### src/design/pba_pkg.sv
`default_nettype none
package pba_pkg;
    // Number of external secondary masters; the bridge is one more entry.
    localparam int PBA_EXT_MASTERS = 9;
    localparam int PBA_ALL_MASTERS = PBA_EXT_MASTERS + 1;
    // Index of the bridge itself in the priority vector.
    localparam int PBA_BRIDGE_IDX = PBA_EXT_MASTERS;
    // Grant timeout while the bus stays idle, in cycles.
    localparam int PBA_NOSTART_CYCLES = 16;
    localparam int PBA_TMO_W = 5;
    // Reset value of the group bits: externals low, bridge high.
    localparam logic [PBA_ALL_MASTERS-1:0] PBA_GROUP_RST = 10'h200;
    // Register map of the plain register port.
    localparam int PBA_ADDR_W = 4;
    localparam logic [PBA_ADDR_W-1:0] PBA_REG_GROUP = 4'h0;
    localparam logic [PBA_ADDR_W-1:0] PBA_REG_STATUS = 4'h1;
    localparam logic [PBA_ADDR_W-1:0] PBA_REG_OWNER = 4'h2;
    // Encoding of "no owner" in the owner index.
    localparam logic [3:0] PBA_NO_OWNER = 4'hf;
    // Secondary arbiter states.
    typedef enum logic [1:0] {PBA_S_IDLE, PBA_S_GAP, PBA_S_GRANT} pba_sarb_t;
    // Primary requester states.
    typedef enum logic [1:0] {PBA_P_IDLE, PBA_P_REQ, PBA_P_RUN} pba_preq_t;
endpackage
`default_nettype wire

### src/design/pba_arb_if.sv
`default_nettype none
// ============================================================
// Request and grant vectors between the top and the secondary arbiter.
interface pba_arb_if #(parameter int N = 10);
    logic [N-1:0] req;      // Active-high requests, bridge in the top bit.
    logic [N-1:0] group;    // One bit per master: 1 high group.
    logic [N-1:0] gnt;      // One-hot or all-zero grant, registered.
    logic start;            // Secondary frame seen starting a transaction.
    logic busy;             // Secondary frame or initiator-ready asserted.
    logic [3:0] owner;      // Last initiator index.
    modport arb (input req, group, start, busy, output gnt, owner);
    modport top (output req, group, start, busy, input gnt, owner);
endinterface
`default_nettype wire

### src/design/pba_sec_arb.sv
`default_nettype none
// ============================================================
// Two-level rotating secondary arbiter with timeout and parking.
module pba_sec_arb
    import pba_pkg::*;
#(
    parameter int N = PBA_ALL_MASTERS
)
(
    input wire logic ref_clk, // Bus clock.
    input wire logic nrst,    // Asynchronous reset, active low.
    pba_arb_if.arb a          // Requests in, grants out.
);
    initial
    begin
        if (N < 2 || N > 15)
            $error("pba_sec_arb: N out of range");
    end

    logic [N-1:0] gnt_r, gnt_nxt;          // Current grant vector.
    logic [3:0] last_r, last_nxt;          // Last initiator.
    logic [3:0] lo_last_r, lo_last_nxt;    // Last low-group initiator.
    logic [PBA_TMO_W-1:0] tmo_r, tmo_nxt;  // Idle grant cycles.
    logic [N-1:0] block_r, block_nxt;      // Masters barred after timeout.
    pba_sarb_t st_r, st_nxt;
    logic [N-1:0] elig;                    // Requests allowed to win.
    logic [3:0] win;                       // Winner index or no owner.
    logic found;

    // Pick a winner from a rotating start; the low group counts as one slot.
    function automatic logic [3:0] pick(input logic [N-1:0] r, input logic [N-1:0] g,
                                        input logic [3:0] last, input logic [3:0] lolast);
        logic [3:0] res;
        logic [3:0] idx;
        logic mixed;
        logic lo_hit;
        logic [3:0] lo_w;
        res = PBA_NO_OWNER;
        lo_w = PBA_NO_OWNER;
        mixed = (|g) && !(&g);
        lo_hit = 1'b0;
        // Low-group candidate rotates evenly from the last low winner.
        for (int k = 1; k <= N; k++)
        begin
            idx = 4'((int'(lolast) + k) % N);
            if (!lo_hit && r[idx] && !g[idx])
            begin
                lo_hit = 1'b1;
                lo_w = idx;
            end
        end
        // High ring walks after the last initiator, low group taking the slot
        // that comes just before the bridge position.
        for (int k = 1; k <= N; k++)
        begin
            idx = 4'((int'(last) + k) % N);
            if (res == PBA_NO_OWNER)
            begin
                // The low slot sits just ahead of the bridge and is skipped
                // right after a low member, so the groups alternate fairly.
                if (!mixed && r[idx])
                    res = idx;
                else if (mixed && idx == 4'(PBA_BRIDGE_IDX) && g[last] && lo_hit)
                    res = lo_w;
                else if (mixed && g[idx] && r[idx])
                    res = idx;
            end
        end
        if (res == PBA_NO_OWNER && lo_hit)
            res = lo_w;
        return res;
    endfunction

    always_comb
    begin
        elig = a.req & ~block_r;
        win = pick(elig, a.group, last_r, lo_last_r);
        found = (win != PBA_NO_OWNER);
    end

    // Next-state logic for grants, rotation, timeout and blocking.
    always_comb
    begin
        gnt_nxt = gnt_r;
        last_nxt = last_r;
        lo_last_nxt = lo_last_r;
        tmo_nxt = tmo_r;
        st_nxt = st_r;
        // A barred master is freed once its request has dropped for a clock.
        block_nxt = block_r & a.req;
        // Reevaluate on each transaction start: the granted one initiated.
        if (a.start && |gnt_r)
        begin
            for (int i = 0; i < N; i++)
            begin
                if (gnt_r[i])
                begin
                    last_nxt = 4'(i);
                    if (!a.group[i])
                        lo_last_nxt = 4'(i);
                end
            end
        end
        // Idle grant counter for the no-start timeout.
        if (|gnt_r && !a.busy && !a.start && !gnt_r[PBA_BRIDGE_IDX])
            tmo_nxt = tmo_r + 1'b1;
        else
            tmo_nxt = '0;
        case (st_r)
            PBA_S_GRANT:
            begin
                if (tmo_r == PBA_TMO_W'(PBA_NOSTART_CYCLES - 1) && !a.busy && !a.start)
                begin
                    // Withdraw and bar the silent master.
                    block_nxt = block_r | gnt_r;
                    gnt_nxt = '0;
                    st_nxt = PBA_S_GAP;
                end
                else if (found && !gnt_r[win])
                begin
                    // Higher winner appears: swap now if busy, else leave a gap.
                    if (a.busy)
                        gnt_nxt = N'(1) << win;
                    else
                    begin
                        gnt_nxt = '0;
                        st_nxt = PBA_S_GAP;
                    end
                end
                // Otherwise keep the grant parked at the last user.
            end
            PBA_S_GAP:
            begin
                if (found)
                begin
                    gnt_nxt = N'(1) << win;
                    st_nxt = PBA_S_GRANT;
                end
                else
                    st_nxt = PBA_S_IDLE;
            end
            PBA_S_IDLE:
            begin
                if (found)
                begin
                    gnt_nxt = N'(1) << win;
                    st_nxt = PBA_S_GRANT;
                end
            end
            default:
            begin
                st_nxt = PBA_S_IDLE;
                gnt_nxt = '0;
            end
        endcase
    end

    // Registers; after reset the bus is parked at the bridge.
    always_ff @(posedge ref_clk or negedge nrst)
    begin
        if (!nrst)
        begin
            gnt_r <= N'(1) << PBA_BRIDGE_IDX;
            st_r <= PBA_S_GRANT;
            last_r <= 4'(PBA_BRIDGE_IDX);
            lo_last_r <= 4'(N - 1);
            tmo_r <= '0;
            block_r <= '0;
        end
        else
        begin
            gnt_r <= gnt_nxt;
            st_r <= st_nxt;
            last_r <= last_nxt;
            lo_last_r <= lo_last_nxt;
            tmo_r <= tmo_nxt;
            block_r <= block_nxt;
        end
    end

    assign a.gnt = gnt_r;
    assign a.owner = last_r;

    a_gnt_onehot: assert property (@(posedge ref_clk) disable iff (!nrst) $onehot0(gnt_r))
        else $error("more than one secondary grant");
    a_idle_gap: assert property (@(posedge ref_clk) disable iff (!nrst)
        (|gnt_r && !a.busy && gnt_nxt != gnt_r && |gnt_nxt) |-> (gnt_r == '0))
        else $error("grant swapped on idle bus");
    a_tmo_drop: assert property (@(posedge ref_clk) disable iff (!nrst)
        (tmo_r == PBA_TMO_W'(PBA_NOSTART_CYCLES - 1) && !a.busy && !a.start) |=> (gnt_r == '0))
        else $error("timeout did not withdraw grant");
    a_blocked: assert property (@(posedge ref_clk) disable iff (!nrst) (gnt_r & block_r) == '0)
        else $error("barred master granted");
endmodule // pba_sec_arb
`default_nettype wire

### src/design/pba_park_drv.sv
`default_nettype none
// ============================================================
// Parking driver enables: address and command first, parity a cycle later.
module pba_park_drv
(
    input wire logic ref_clk, // Bus clock.
    input wire logic nrst,    // Asynchronous reset, active low.
    input wire logic park,    // Parking condition this cycle.
    output logic ad_oe,       // Address/command enable, registered.
    output logic par_oe       // Parity enable, registered.
);
    logic ad_nxt, par_nxt;

    always_comb
    begin
        ad_nxt = park;
        par_nxt = park && ad_oe;
    end

    // Dropping park releases both drivers on the next clock.
    always_ff @(posedge ref_clk or negedge nrst)
    begin
        if (!nrst)
        begin
            ad_oe <= 1'b0;
            par_oe <= 1'b0;
        end
        else
        begin
            ad_oe <= ad_nxt;
            par_oe <= par_nxt;
        end
    end

    a_par_late: assert property (@(posedge ref_clk) disable iff (!nrst) $rose(ad_oe) |-> !par_oe ##1 (par_oe || !ad_oe))
        else $error("parity driven with address");
endmodule // pba_park_drv
`default_nettype wire

### src/design/pba_top.sv
`default_nettype none
// Behaviour
// Posted upstream write: request one cycle after devsel.
// Delayed request: wait until queued, retried, head.
// Grant after request: start next cycle.
// Park primary only granted, not requesting, idle.
// Grant lost while parking: release next cycle.
// Parked with work: frame next clock if granted.
// Park drives address/command first, parity next.
// Strap low: internal arbiter, nine masters plus bridge.
// Two-level rotation, low group one slot.
// Per-master group bit; single group plain rotation.
// Reset: externals low group, bridge high.
// Reevaluate at frame, grant highest request.
// Higher request preempts grant next clock.
// Previous initiator drops to lowest priority.
// Sixteen idle granted cycles: withdraw, bar until release.
// Idle bus: gap between grants; busy swaps.
// Strap high: gnt0 requests, req0 grants.
// External mode: park when grant and idle.
// External mode drives grants 8 to 1 high.
// Park secondary at last master; bridge after reset.
// Idle means frame and ready high; one grant.
module pba_top
    import pba_pkg::*;
#(
    parameter int N_EXT = PBA_EXT_MASTERS
)
(
    input wire logic ref_clk,                  // Bus clock, 100 MHz.
    input wire logic nrst,                     // Asynchronous reset, active low.
    input wire logic arb_ext_strap,            // High selects an external secondary arbiter.
    // ============================================================
    // Primary bus side.
    input wire logic p_gnt_n,                  // Primary grant, active low.
    input wire logic p_frame_in_n,             // Primary frame seen on the bus.
    input wire logic p_irdy_in_n,              // Primary initiator ready seen on the bus.
    output logic p_req_n,                      // Primary request, active low.
    output logic p_start,                      // Pulse: drive primary frame this cycle.
    output logic p_ad_oe,                      // Primary address/command drive enable.
    output logic p_par_oe,                     // Primary parity drive enable.
    // ============================================================
    // Upstream queue status.
    input wire logic up_posted,                // Upstream posted write being accepted.
    input wire logic s_devsel_n,               // Secondary target select, active low.
    input wire logic up_dly_ready,             // Delayed entry queued, retried and at head.
    input wire logic p_done,                   // Primary transaction finished.
    // ============================================================
    // Secondary bus side.
    input wire logic [N_EXT-1:0] s_req_n,      // Secondary requests, active low.
    input wire logic s_frame_in_n,             // Secondary frame seen on the bus.
    input wire logic s_irdy_in_n,              // Secondary initiator ready seen on the bus.
    input wire logic dn_pending,               // Bridge has a downstream transaction.
    output logic [N_EXT-1:0] s_gnt_n,          // Secondary grants, active low.
    output logic s_start,                      // Pulse: bridge starts secondary frame.
    output logic s_ad_oe,                      // Secondary address/command drive enable.
    output logic s_par_oe,                     // Secondary parity drive enable.
    // ============================================================
    // Register port.
    input wire logic [PBA_ADDR_W-1:0] reg_addr, // Register address.
    input wire logic [31:0] reg_wdata,         // Write data.
    input wire logic reg_wr,                   // Write strobe.
    input wire logic reg_rd,                   // Read strobe.
    output logic [31:0] reg_rdata              // Read data, one cycle after the strobe.
);
    localparam int N = N_EXT + 1;
    initial
    begin
        if (N_EXT != PBA_EXT_MASTERS)
            $error("pba_top: master count fixed by the reset group map");
    end

    pba_arb_if #(.N(N)) arb_c ();

    // ============================================================
    // Primary requester.
    pba_preq_t pst_r, pst_nxt;
    logic p_req_r, p_req_nxt;
    logic p_start_r, p_start_nxt;
    logic posted_r, posted_nxt;            // Posted write waiting for devsel.
    logic p_gnt_d_r;                       // Grant seen in the previous cycle.
    logic p_idle;
    logic p_park;

    always_comb
    begin
        p_idle = p_frame_in_n && p_irdy_in_n;
        p_park = !p_gnt_n && !p_req_r && p_idle && pst_r != PBA_P_RUN;
    end

    // A posted request is armed by the write and fires the cycle after devsel.
    always_comb
    begin
        pst_nxt = pst_r;
        p_req_nxt = p_req_r;
        p_start_nxt = 1'b0;
        posted_nxt = posted_r || up_posted;
        case (pst_r)
            PBA_P_IDLE:
            begin
                if (posted_r && !s_devsel_n)
                begin
                    p_req_nxt = 1'b1;
                    posted_nxt = 1'b0;
                    pst_nxt = PBA_P_REQ;
                end
                else if (up_dly_ready)
                begin
                    p_req_nxt = 1'b1;
                    pst_nxt = PBA_P_REQ;
                end
            end
            PBA_P_REQ:
            begin
                // Grant already held last cycle (parked) or newly seen: start next cycle.
                if (!p_gnt_n && p_idle && (p_gnt_d_r || p_req_r))
                begin
                    p_start_nxt = 1'b1;
                    pst_nxt = PBA_P_RUN;
                end
            end
            PBA_P_RUN:
            begin
                p_req_nxt = 1'b0;
                if (p_done)
                    pst_nxt = PBA_P_IDLE;
            end
            default:
                pst_nxt = PBA_P_IDLE;
        endcase
    end

    always_ff @(posedge ref_clk or negedge nrst)
    begin
        if (!nrst)
        begin
            pst_r <= PBA_P_IDLE;
            p_req_r <= 1'b0;
            p_start_r <= 1'b0;
            posted_r <= 1'b0;
            p_gnt_d_r <= 1'b0;
        end
        else
        begin
            pst_r <= pst_nxt;
            p_req_r <= p_req_nxt;
            p_start_r <= p_start_nxt;
            posted_r <= posted_nxt;
            p_gnt_d_r <= !p_gnt_n;
        end
    end

    // Grant loss drops park, so drivers release the next cycle.
    pba_park_drv u_ppark (
        .ref_clk(ref_clk),
        .nrst(nrst),
        .park(p_park),
        .ad_oe(p_ad_oe),
        .par_oe(p_par_oe)
    );

    // ============================================================
    // Secondary arbitration.
    logic [N-1:0] group_r, group_nxt;      // Group bits, software written.
    logic s_busy, s_idle;
    logic s_frame_d_r;                     // Previous frame level for start detect.
    logic [N_EXT-1:0] s_gnt_r, s_gnt_nxt;
    logic s_start_r, s_start_nxt;
    logic ext_req_r, ext_req_nxt;          // Bridge request in external mode.
    logic s_park;

    always_comb
    begin
        s_idle = s_frame_in_n && s_irdy_in_n;
        s_busy = !s_idle;
        arb_c.req = {dn_pending, ~s_req_n};
        arb_c.group = group_r;
        arb_c.start = !s_frame_in_n && s_frame_d_r;
        arb_c.busy = s_busy;
    end

    pba_sec_arb #(.N(N)) u_sarb (
        .ref_clk(ref_clk),
        .nrst(nrst),
        .a(arb_c.arb)
    );

    // Grant pins and the bridge's own start in either mode.
    always_comb
    begin
        s_gnt_nxt = '1;
        ext_req_nxt = 1'b0;
        s_start_nxt = 1'b0;
        if (arb_ext_strap)
        begin
            ext_req_nxt = dn_pending && !s_start_r;
            s_gnt_nxt[0] = !ext_req_nxt;
            s_start_nxt = ext_req_r && !s_req_n[0] && s_idle;
            s_park = !s_req_n[0] && !ext_req_r && s_idle;
        end
        else
        begin
            s_gnt_nxt = ~arb_c.gnt[N_EXT-1:0];
            s_start_nxt = arb_c.gnt[N-1] && dn_pending && s_idle && !s_start_r;
            s_park = arb_c.gnt[N-1] && !dn_pending && s_idle;
        end
    end

    always_ff @(posedge ref_clk or negedge nrst)
    begin
        if (!nrst)
        begin
            s_gnt_r <= '1;
            ext_req_r <= 1'b0;
            s_start_r <= 1'b0;
            s_frame_d_r <= 1'b1;
        end
        else
        begin
            s_gnt_r <= s_gnt_nxt;
            ext_req_r <= ext_req_nxt;
            s_start_r <= s_start_nxt;
            s_frame_d_r <= s_frame_in_n;
        end
    end

    pba_park_drv u_spark (
        .ref_clk(ref_clk),
        .nrst(nrst),
        .park(s_park),
        .ad_oe(s_ad_oe),
        .par_oe(s_par_oe)
    );

    // ============================================================
    // Register port: group bits, status, last owner.
    logic [31:0] rdata_r, rdata_nxt;

    always_comb
    begin
        group_nxt = group_r;
        rdata_nxt = '0;
        if (reg_wr && reg_addr == PBA_REG_GROUP)
            group_nxt = reg_wdata[N-1:0];
        if (reg_rd)
        begin
            case (reg_addr)
                PBA_REG_GROUP: rdata_nxt = 32'(group_r);
                PBA_REG_STATUS: rdata_nxt = {28'h0, arb_ext_strap, p_req_r, s_busy, p_park};
                PBA_REG_OWNER: rdata_nxt = {28'h0, arb_c.owner};
                default: rdata_nxt = '0;
            endcase
        end
    end

    always_ff @(posedge ref_clk or negedge nrst)
    begin
        if (!nrst)
        begin
            group_r <= PBA_GROUP_RST;
            rdata_r <= '0;
        end
        else
        begin
            group_r <= group_nxt;
            rdata_r <= rdata_nxt;
        end
    end

    assign p_req_n = !p_req_r;
    assign p_start = p_start_r;
    assign s_gnt_n = s_gnt_r;
    assign s_start = s_start_r;
    assign reg_rdata = rdata_r;

    a_posted_req: assert property (@(posedge ref_clk) disable iff (!nrst)
        (pst_r == PBA_P_IDLE && posted_r && !s_devsel_n) |=> p_req_r)
        else $error("posted write request late");
    a_gnt_start: assert property (@(posedge ref_clk) disable iff (!nrst)
        (pst_r == PBA_P_REQ && !p_gnt_n && p_idle && p_req_r) |=> p_start_r)
        else $error("primary start missed");
    a_park_cond: assert property (@(posedge ref_clk) disable iff (!nrst)
        $rose(p_ad_oe) |-> $past(!p_gnt_n && !p_req_r && p_idle))
        else $error("primary parked without grant");
    a_park_release: assert property (@(posedge ref_clk) disable iff (!nrst)
        (p_ad_oe && p_gnt_n) |=> !p_ad_oe && !p_par_oe)
        else $error("primary drivers held after grant loss");
    a_ext_unused: assert property (@(posedge ref_clk) disable iff (!nrst)
        $past(arb_ext_strap) |-> (s_gnt_r[N_EXT-1:1] == '1))
        else $error("unused grants not high");
    a_ext_start: assert property (@(posedge ref_clk) disable iff (!nrst)
        (arb_ext_strap && ext_req_r && !s_req_n[0] && s_idle) |=> s_start_r)
        else $error("external grant start missed");
    a_group_rst: assert property (@(posedge ref_clk) $rose(nrst) |-> group_r == PBA_GROUP_RST)
        else $error("group reset value wrong");
endmodule // pba_top
`default_nettype wire

### config.mk
export PLATFORM = sky130hd
export DESIGN_NAME = pba_top
export DESIGN_NICKNAME = d
export VERILOG_FILES = /design/src/design/pba_pkg.sv /design/src/design/pba_arb_if.sv /design/src/design/pba_sec_arb.sv /design/src/design/pba_park_drv.sv /design/src/design/pba_top.sv
export SDC_FILE = /design/constraint.sdc
export NUM_CORES = 1
export LEC_CHECK = 0
export ABC_AREA = 0
export BUFFER_PORTS_ARGS = -buffer_cell sky130_fd_sc_hd__buf_2
export CORE_MARGIN = 4
export CORE_UTILIZATION = 30
export CTS_CLUSTER_DIAMETER = 120
export DETAILED_ROUTE_END_ITERATION = 8
export SETUP_SLACK_MARGIN = 0.1
export SLEW_MARGIN = 15
export SYNTH_ARGS = -nofsm -noshare
export SYNTH_HDL_FRONTEND = slang
export SYNTH_HIERARCHICAL = 1
export SYNTH_SLANG_ARGS = --single-unit
export TNS_END_PERCENT = 20
### constraint.sdc
create_clock -name ref_clk -period 11.8 [get_ports ref_clk]
set_clock_uncertainty 0.15 [all_clocks]
set_input_delay 2.36 -clock ref_clk [delete_from_list [all_inputs] [get_ports ref_clk]]
set_output_delay 2.36 -clock ref_clk [all_outputs]
set_load 0.02 [all_outputs]
Word level (Yosys, flattened, before mapping):

Cells that the tools add are included.
W data, S select, Z words.

* add/sub/neg operators: 21
* divide/modulo/power cells: 20
* $lt $le $gt $ge: 22
* equality and inequality tests: 36
* shift operators: 1
* mux-type cells: 209
* bitwise logic cells: 6
* reduce and logical (&&, ||, !) cells: 160

Operator list (count)
* $mod A32 B5 Y32 const B: 20
* $mux W4: 82
* $bmux W1 S4: 42
* $logic_and A1 B1 Y1: 110
* $lt A4 B5 Y1 const B: 22
* $eq A4 B4 Y1 const B: 20
* $mux W1: 62
* $mux W10: 6
* $add A4 B3 Y5 const B: 8
* $logic_not A1 Y1: 34
* $mux W32: 1
* $add A4 B4 Y5 const B: 6
* $pmux W10 S3: 1
* $add A4 B2 Y5 const B: 4
* $and A10 B10 Y10: 2
* $pmux W10 S2: 1
* $reduce_or A10 Y1: 2
* $mux W2: 9
* $not A9 Y9: 2
* $pmux W2 S3: 2
* $add A4 B1 Y5 const B: 2
* $not A10 Y10: 1
* $or A10 B10 Y10: 1
* $reduce_and A10 Y1: 1
* other kinds (24): 34

* bits in registers: 99
* bits of input ports: 60
* output and inout port bits: 48
* word-level logic and storage cells: 496

Longest topological paths before layout:

* word-level depth: 92
* mapped depth: 31
* depth with buffers taken out: 26

By module:

Netlist, hierarchy kept.

By module, submodules not included
* pba_sec_arb: times used 1, cells each 1661, area an instance 11853.9 um^2, sequential area each 883.3 um^2
* pba_top: times used 1, cells each 146, area an instance 1694.1 um^2, sequential area each 964.7 um^2
* pba_park_drv: times used 2, cells each 3, area an instance 56.3 um^2, sequential area each 50.0 um^2

Least setup slack after synthesis:

Ideal clock, no wire load.

* path type: reg-to-reg
* from: register u_sarb.lo_last_r[1]
* to: register u_sarb.st_r[0]
* library setup time: 0.120 ns
* arrival: 7.116 ns
* data required time: 11.530 ns
* setup slack: 4.415 ns
* cell stages (with the launch flop): 30
* buffers on the path: 4
* period minus slack after synthesis: 7.385 ns
* cells stage by stage: dfrtp_1 buf_2 clkbuf_1 inv_1 buf_1 ha_1 nand2b_1 xnor2_1 buf_2 nand2_1 ha_1 nand2b_1 o21ba_2 o311ai_0 a2bb2oi_1 a2111oi_2 and2_0 or3_1 or4_1 a211o_1 and2_1 a311oi_1 and4bb_4 a2111oi_1 a211oi_2 and3b_1 a311o_1 o21ai_1 or3_1 and3_1

* cells in the longest elaborated chain, start to end: 91
* elaborated cells on any way between the ends: 186
* those cells by class: add/sub (10); div (10); eq/ne (13); mux (101); reduce/logical (52)

Ends and longest elaborated chain
* start, declared: line pba_sec_arb.sv:22 `logic [3:0] lo_last_r, lo_last_nxt;`
* start signal, assigned: line pba_sec_arb.sv:166 `lo_last_r <= 4'(N - 1);`
* start signal, assigned: line pba_sec_arb.sv:175 `lo_last_r <= lo_last_nxt;`
* $add A4 B1 Y5: line pba_sec_arb.sv:45 `idx = 4'((int'(lolast) + k) % N);`
* $mod A32 B5 Y32: line pba_sec_arb.sv:45
* $bmux W1 S4: line pba_sec_arb.sv:46 `if (!lo_hit && r[idx] && !g[idx])`
* $mux W1 (implied by the code): line pba_sec_arb.sv:46
* $logic_not A1 Y1: line pba_sec_arb.sv:46
* $logic_and A1 B1 Y1: line pba_sec_arb.sv:46
* $mux W1: line pba_sec_arb.sv:46
* $logic_not A1 Y1: line pba_sec_arb.sv:46
* [75 not listed]
* $logic_and A1 B1 Y1: line pba_sec_arb.sv:69 `if (res == PBA_NO_OWNER && lo_hit)`
* $mux W4 (*): line pba_sec_arb.sv:69
* $bmux W1 S4: line pba_sec_arb.sv:119 `else if (found && !gnt_r[win])`
* $mux W1 (implied by the code): line pba_sec_arb.sv:119
* $logic_not A1 Y1: line pba_sec_arb.sv:119
* $logic_and A1 B1 Y1: line pba_sec_arb.sv:119
* $ne A3 B1 Y1 (no source line)
* $reduce_and A3 Y1 (no source line) (*)
* end signal, assigned: line pba_sec_arb.sv:173 `st_r <= st_nxt;`
* end, declared: line pba_sec_arb.sv:25 `pba_sarb_t st_r, st_nxt;`

Every way passes the cells marked *; elsewhere a longest branch is shown, timed or not. The select of a mux whose other input is x is not followed.
A chain may end at the register's enable or synchronous reset.

Worst setup path in the final report:

* from: register u_sarb.lo_last_r[1]
* to: register u_sarb.gnt_r[2], in the netlist u_sarb/a.gnt[2]

* cells in the longest elaborated chain, start to end: 91
* elaborated cells on any way between the ends: 192
* those cells by class: add/sub (10); div (10); eq/ne (13); shift (1); mux (106); reduce/logical (52)

Ends and longest elaborated chain
* $add A4 B1 Y5: line pba_sec_arb.sv:45
* $mod A32 B5 Y32: line pba_sec_arb.sv:45
* $bmux W1 S4: line pba_sec_arb.sv:46
* $mux W1 (implied by the code): line pba_sec_arb.sv:46
* $logic_not A1 Y1: line pba_sec_arb.sv:46
* $logic_and A1 B1 Y1: line pba_sec_arb.sv:46
* $mux W1: line pba_sec_arb.sv:46
* $logic_not A1 Y1: line pba_sec_arb.sv:46
* [75 not listed]
* $logic_and A1 B1 Y1: line pba_sec_arb.sv:69
* $mux W4 (*): line pba_sec_arb.sv:69
* $bmux W1 S4: line pba_sec_arb.sv:119
* $mux W1 (implied by the code): line pba_sec_arb.sv:119
* $logic_not A1 Y1: line pba_sec_arb.sv:119
* $logic_and A1 B1 Y1: line pba_sec_arb.sv:119
* $ne A3 B1 Y1 (no source line)
* $reduce_and A2 Y1 (no source line)
* end signal, assigned: line pba_sec_arb.sv:163 `gnt_r <= N'(1) << PBA_BRIDGE_IDX;`
* end signal, assigned: line pba_sec_arb.sv:172 `gnt_r <= gnt_nxt;`
* end, declared: line pba_sec_arb.sv:20 `logic [N-1:0] gnt_r, gnt_nxt;`

Marks and branches as above.

==> flow_metrics.tcl <==
set metrics [dict create \
    status "finished, final reports clean" \
    ys_ff_latch 77 \
    cts.repair.resized 0 \
    cts_buffer_depth 2 \
    hold_viol 0 \
    cts_setup_buffers 0 \
    regToRegEndpoint "u_sarb/a.gnt[2]$_DFFE_PN0P_" \
    clockRootBuffer "clkbuf_16" \
    grt_pass1_wl_mm 74.0 \
    fmax_mhz 108 \
    gp_congestion 0.935 \
    hold_end "u_spark/par_oe$_DFF_PN0_" \
    async_reset_ff_share_pct 100 \
    final_nets 1947 \
    syn_area_per_cell_sq_um 7.53 \
    cp-start-kind "register" \
    min_from "u_spark/ad_oe$_DFF_PN0_" \
    drt_iter0_drc 1463 \
    drive_above_1_share_pct 12.7 \
    tightest_slew_ps 1100 \
    drv_cap 0 \
    r2r_cells 24 \
    crit_type "reg2reg" \
    initial_core_util_pct 30.6 \
    rrSetupSlack_ps 2550 \
    postCtsHoldBufs 0 \
    grt_pass1_vias 13500 \
    antenna_found_initial 0 \
    hold_path_depth 1 \
    worstPathRequired_ps 11900 \
    clock_latency_ps 340 \
    synth_edf_count 0 \
    maxSlewViolCount 0 \
    hold_class "reg2reg" \
    fin_tns_setup_ps 0 \
    overflow 0 \
    path_max_fanout 44 \
    diodes 0 \
    clk_pin_slew_worst_paths_ps 60 \
    drc 0 \
    io_pins 108 \
    yosysWarnings 6 \
    synthFlopType "dfrtp_1" \
    max-slew-margin-rel_pct 26.5 \
    vias_per_cell 6.03 \
    min_period_over_period_pct 78.4 \
    fin_crit_ps 9250 \
    die_h_um 221 \
    rsz0062_at_grt "no" \
    core_sq_um 44600 \
    wire_per_inst_um 19.3 \
    synthesis.area_sq_um 13700 \
    setup_viol 0 \
    grt_max_degree 78 \
    numCtsBuffers 9 \
    ant_nets 0 \
    synth_cell_types 122 \
    wirelength_mm 46.6 \
    clkSinkCount 77 \
    place_hpwl_mm 35.8 \
    io_buffers 63 \
    grt_usage_pct 17.8 \
    vias 14500 \
    htree_num_levels 3 \
    r2r-start "u_sarb/lo_last_r[1]$_DFFE_PN0P_" \
    drt_pass1_iterations 6 \
    syn_to_final_growth_pct 6.86 \
    syn_inst 1813 \
    cp.arrival_ps 9350 \
    end_kind "register" \
    cts_tree "yes" \
    ys_seq_area_share_pct 14.3 \
    die_area_sq_um 49000 \
    rows 77 \
    die_w_um 221 \
]
cell usage after synthesis, types with 14 or more instances:
cell type | n | area share (%)
a211oi_1 | 27 | 1.5
a21boi_0 | 16 | 0.88
a21o_1 | 20 | 1.1
a21oi_1 | 106 | 3.9
a31oi_1 | 27 | 1.2
and2_1 | 26 | 1.2
and3_1 | 19 | 0.87
buf_2 | 20 | 0.73
buf_4 | 27 | 1.5
clkbuf_1 | 49 | 1.3
dfrtp_1 | 60 | 11
dfstp_2 | 17 | 3.3
ha_1 | 77 | 7.1
inv_1 | 68 | 1.9
mux2_2 | 34 | 2.8
mux2i_1 | 57 | 4.2
nand2_1 | 154 | 4.2
nand2b_1 | 41 | 1.9
nand3_1 | 57 | 2.1
nand3b_1 | 14 | 0.77
nand4_1 | 16 | 0.73
nor2_1 | 173 | 4.8
nor2b_1 | 31 | 1.4
nor3_1 | 46 | 1.7
nor3b_1 | 19 | 1.0
nor4_1 | 15 | 0.69
o211ai_1 | 28 | 1.5
o21ai_0 | 100 | 3.7
o21ai_1 | 23 | 0.84
o22ai_1 | 16 | 0.73
o31ai_1 | 16 | 0.88
or2_2 | 15 | 0.69
xnor2_1 | 28 | 1.8
layer usage:
metal	vias to the layer above	routed length [um]	track usage, %
met4	0	926	3.78
met3	74	3140	1.88
met5	-	0	0
met1	6997	21500	25.6
met2	584	21000	29.1
li1	6850	-	-
cell usage in the layout, fill, tap and decap left out, types with 14 or more instances in the layout:
master / Yosys / layout
nor2_1: 173 / 173
o31ai_1: 16 / 16
ha_1: 77 / 77
dfstp_2: 17 / 17
a21oi_1: 106 / 106
mux2i_1: 57 / 57
nor3b_1: 19 / 19
inv_1: 68 / 68
and3_1: 19 / 19
nand2b_1: 41 / 41
o21ai_0: 100 / 99
nor2b_1: 31 / 31
nand3b_1: 14 / 14
a31oi_1: 27 / 27
nor3_1: 46 / 46
conb_1: 1 / 22
o211ai_1: 28 / 28
buf_2: 20 / 62
dfrtp_1: 60 / 60
or2_2: 15 / 15
a21boi_0: 16 / 16
buf_4: 27 / 15
a21o_1: 20 / 20
nand4_1: 16 / 16
o21ai_1: 23 / 24
nor4_1: 15 / 15
nand3_1: 57 / 57
a211oi_1: 27 / 27
mux2_2: 34 / 34
and2_1: 26 / 26
o22ai_1: 16 / 16
nand2_1: 154 / 154
xnor2_1: 28 / 28
kinds of logic (layout without fill, tap and decap cells):
kind of cell | count (synthesis) | count (layout) | synth area share [%]
AND/OR/NAND/NOR | 719 | 719 | 28.0
multiplexers | 106 | 106 | 9.12
AO/OA/AOI/OAI | 594 | 594 | 31.1
other | 1 | 22 | 0.0275
flip-flops | 77 | 77 | 14.3
XOR/XNOR | 43 | 43 | 3.22
adder cells (fa/ha/maj) | 88 | 88 | 7.87
buffers and inverters | 185 | 166 | 6.39
registers in the layout, indices dropped and copies added (netlist names), 2 cells and up:
| name | cells |
|---|---|
| reg_rdata | 10 |
| pst_r | 2 |
| u_sarb/a.owner | 4 |
| u_sarb/tmo_r | 5 |
| u_sarb/lo_last_r | 4 |
| u_sarb/block_r | 10 |
| arb_c.group | 10 |
| s_gnt_n | 9 |
| u_sarb/st_r | 2 |
| u_sarb/a.gnt | 10 |
metrics by stage:
step | util (%) | std cells | hold slack (ps) | setup WS [ps] | area (sq um)
after global placement | 32.1 | 2391 | 298 | 2900 | 14300
after detailed placement | 32.1 | 2391 | 308 | 2780 | 14300
after floorplan | - | 1834 | 224 | 4410 | 13700
after global routing | 32.7 | 2407 | 339 | 1810 | 14600
final | 32.7 | 2407 | 319 | 2550 | 14600
after CTS | 32.7 | 2407 | 320 | 2740 | 14600
worst max-delay path, stage by stage (launching register included):
cell and delay [ps]:
dfrtp_1 360, buf_4 270, inv_1 630, ha_1 450, nand2b_1 200, xnor2_1 670
nand2_1 120, ha_1 290, nand2b_1 200, o21ba_2 210, o311ai_0 450, a2bb2oi_1 350
a2111oi_2 120, a32o_1 300, nor3_1 340, nand4_2 540, and2_1 430, a21boi_0 560
o31ai_1 280, a211o_4 410, o31ai_2 650, mux2i_1 340, o21ai_1 150, o31ai_4 480
o2bb2ai_1 180
final cells by class:
type                            count  area, sq um
Clock buffer                       11          253
Timing Repair Buffer               77          423
Clock inverter                      5         41.3
Multi-Input combinational cell   1572        10900
Sequential cell                    77         1950
Inverter                           73          274
Fill cell                        4751        30000
Tap cell                          592          741
how the worst max path moves through the flow:
stage               depth (start not counted)                           to  slack, ps                            start
finish                                     24  u_sarb/a.gnt[2]$_DFFE_PN0P_       2550  u_sarb/lo_last_r[1]$_DFFE_PN0P_
global route                               24  u_sarb/a.gnt[7]$_DFFE_PN0P_       1810  u_sarb/lo_last_r[1]$_DFFE_PN0P_
CTS                                        24  u_sarb/a.gnt[2]$_DFFE_PN0P_       2740  u_sarb/lo_last_r[1]$_DFFE_PN0P_
detailed placement                         24  u_sarb/a.gnt[0]$_DFFE_PN0P_       2780  u_sarb/lo_last_r[1]$_DFFE_PN0P_
global placement                           24  u_sarb/a.gnt[6]$_DFFE_PN0P_       2900  u_sarb/lo_last_r[1]$_DFFE_PN0P_
floorplan                                  29   u_sarb/st_r[0]$_DFFE_PN0P_       4410  u_sarb/lo_last_r[1]$_DFFE_PN0P_
Power is not shown: default switching activity piles up to over one toggle a cycle in this logic, so the estimate is an artifact.
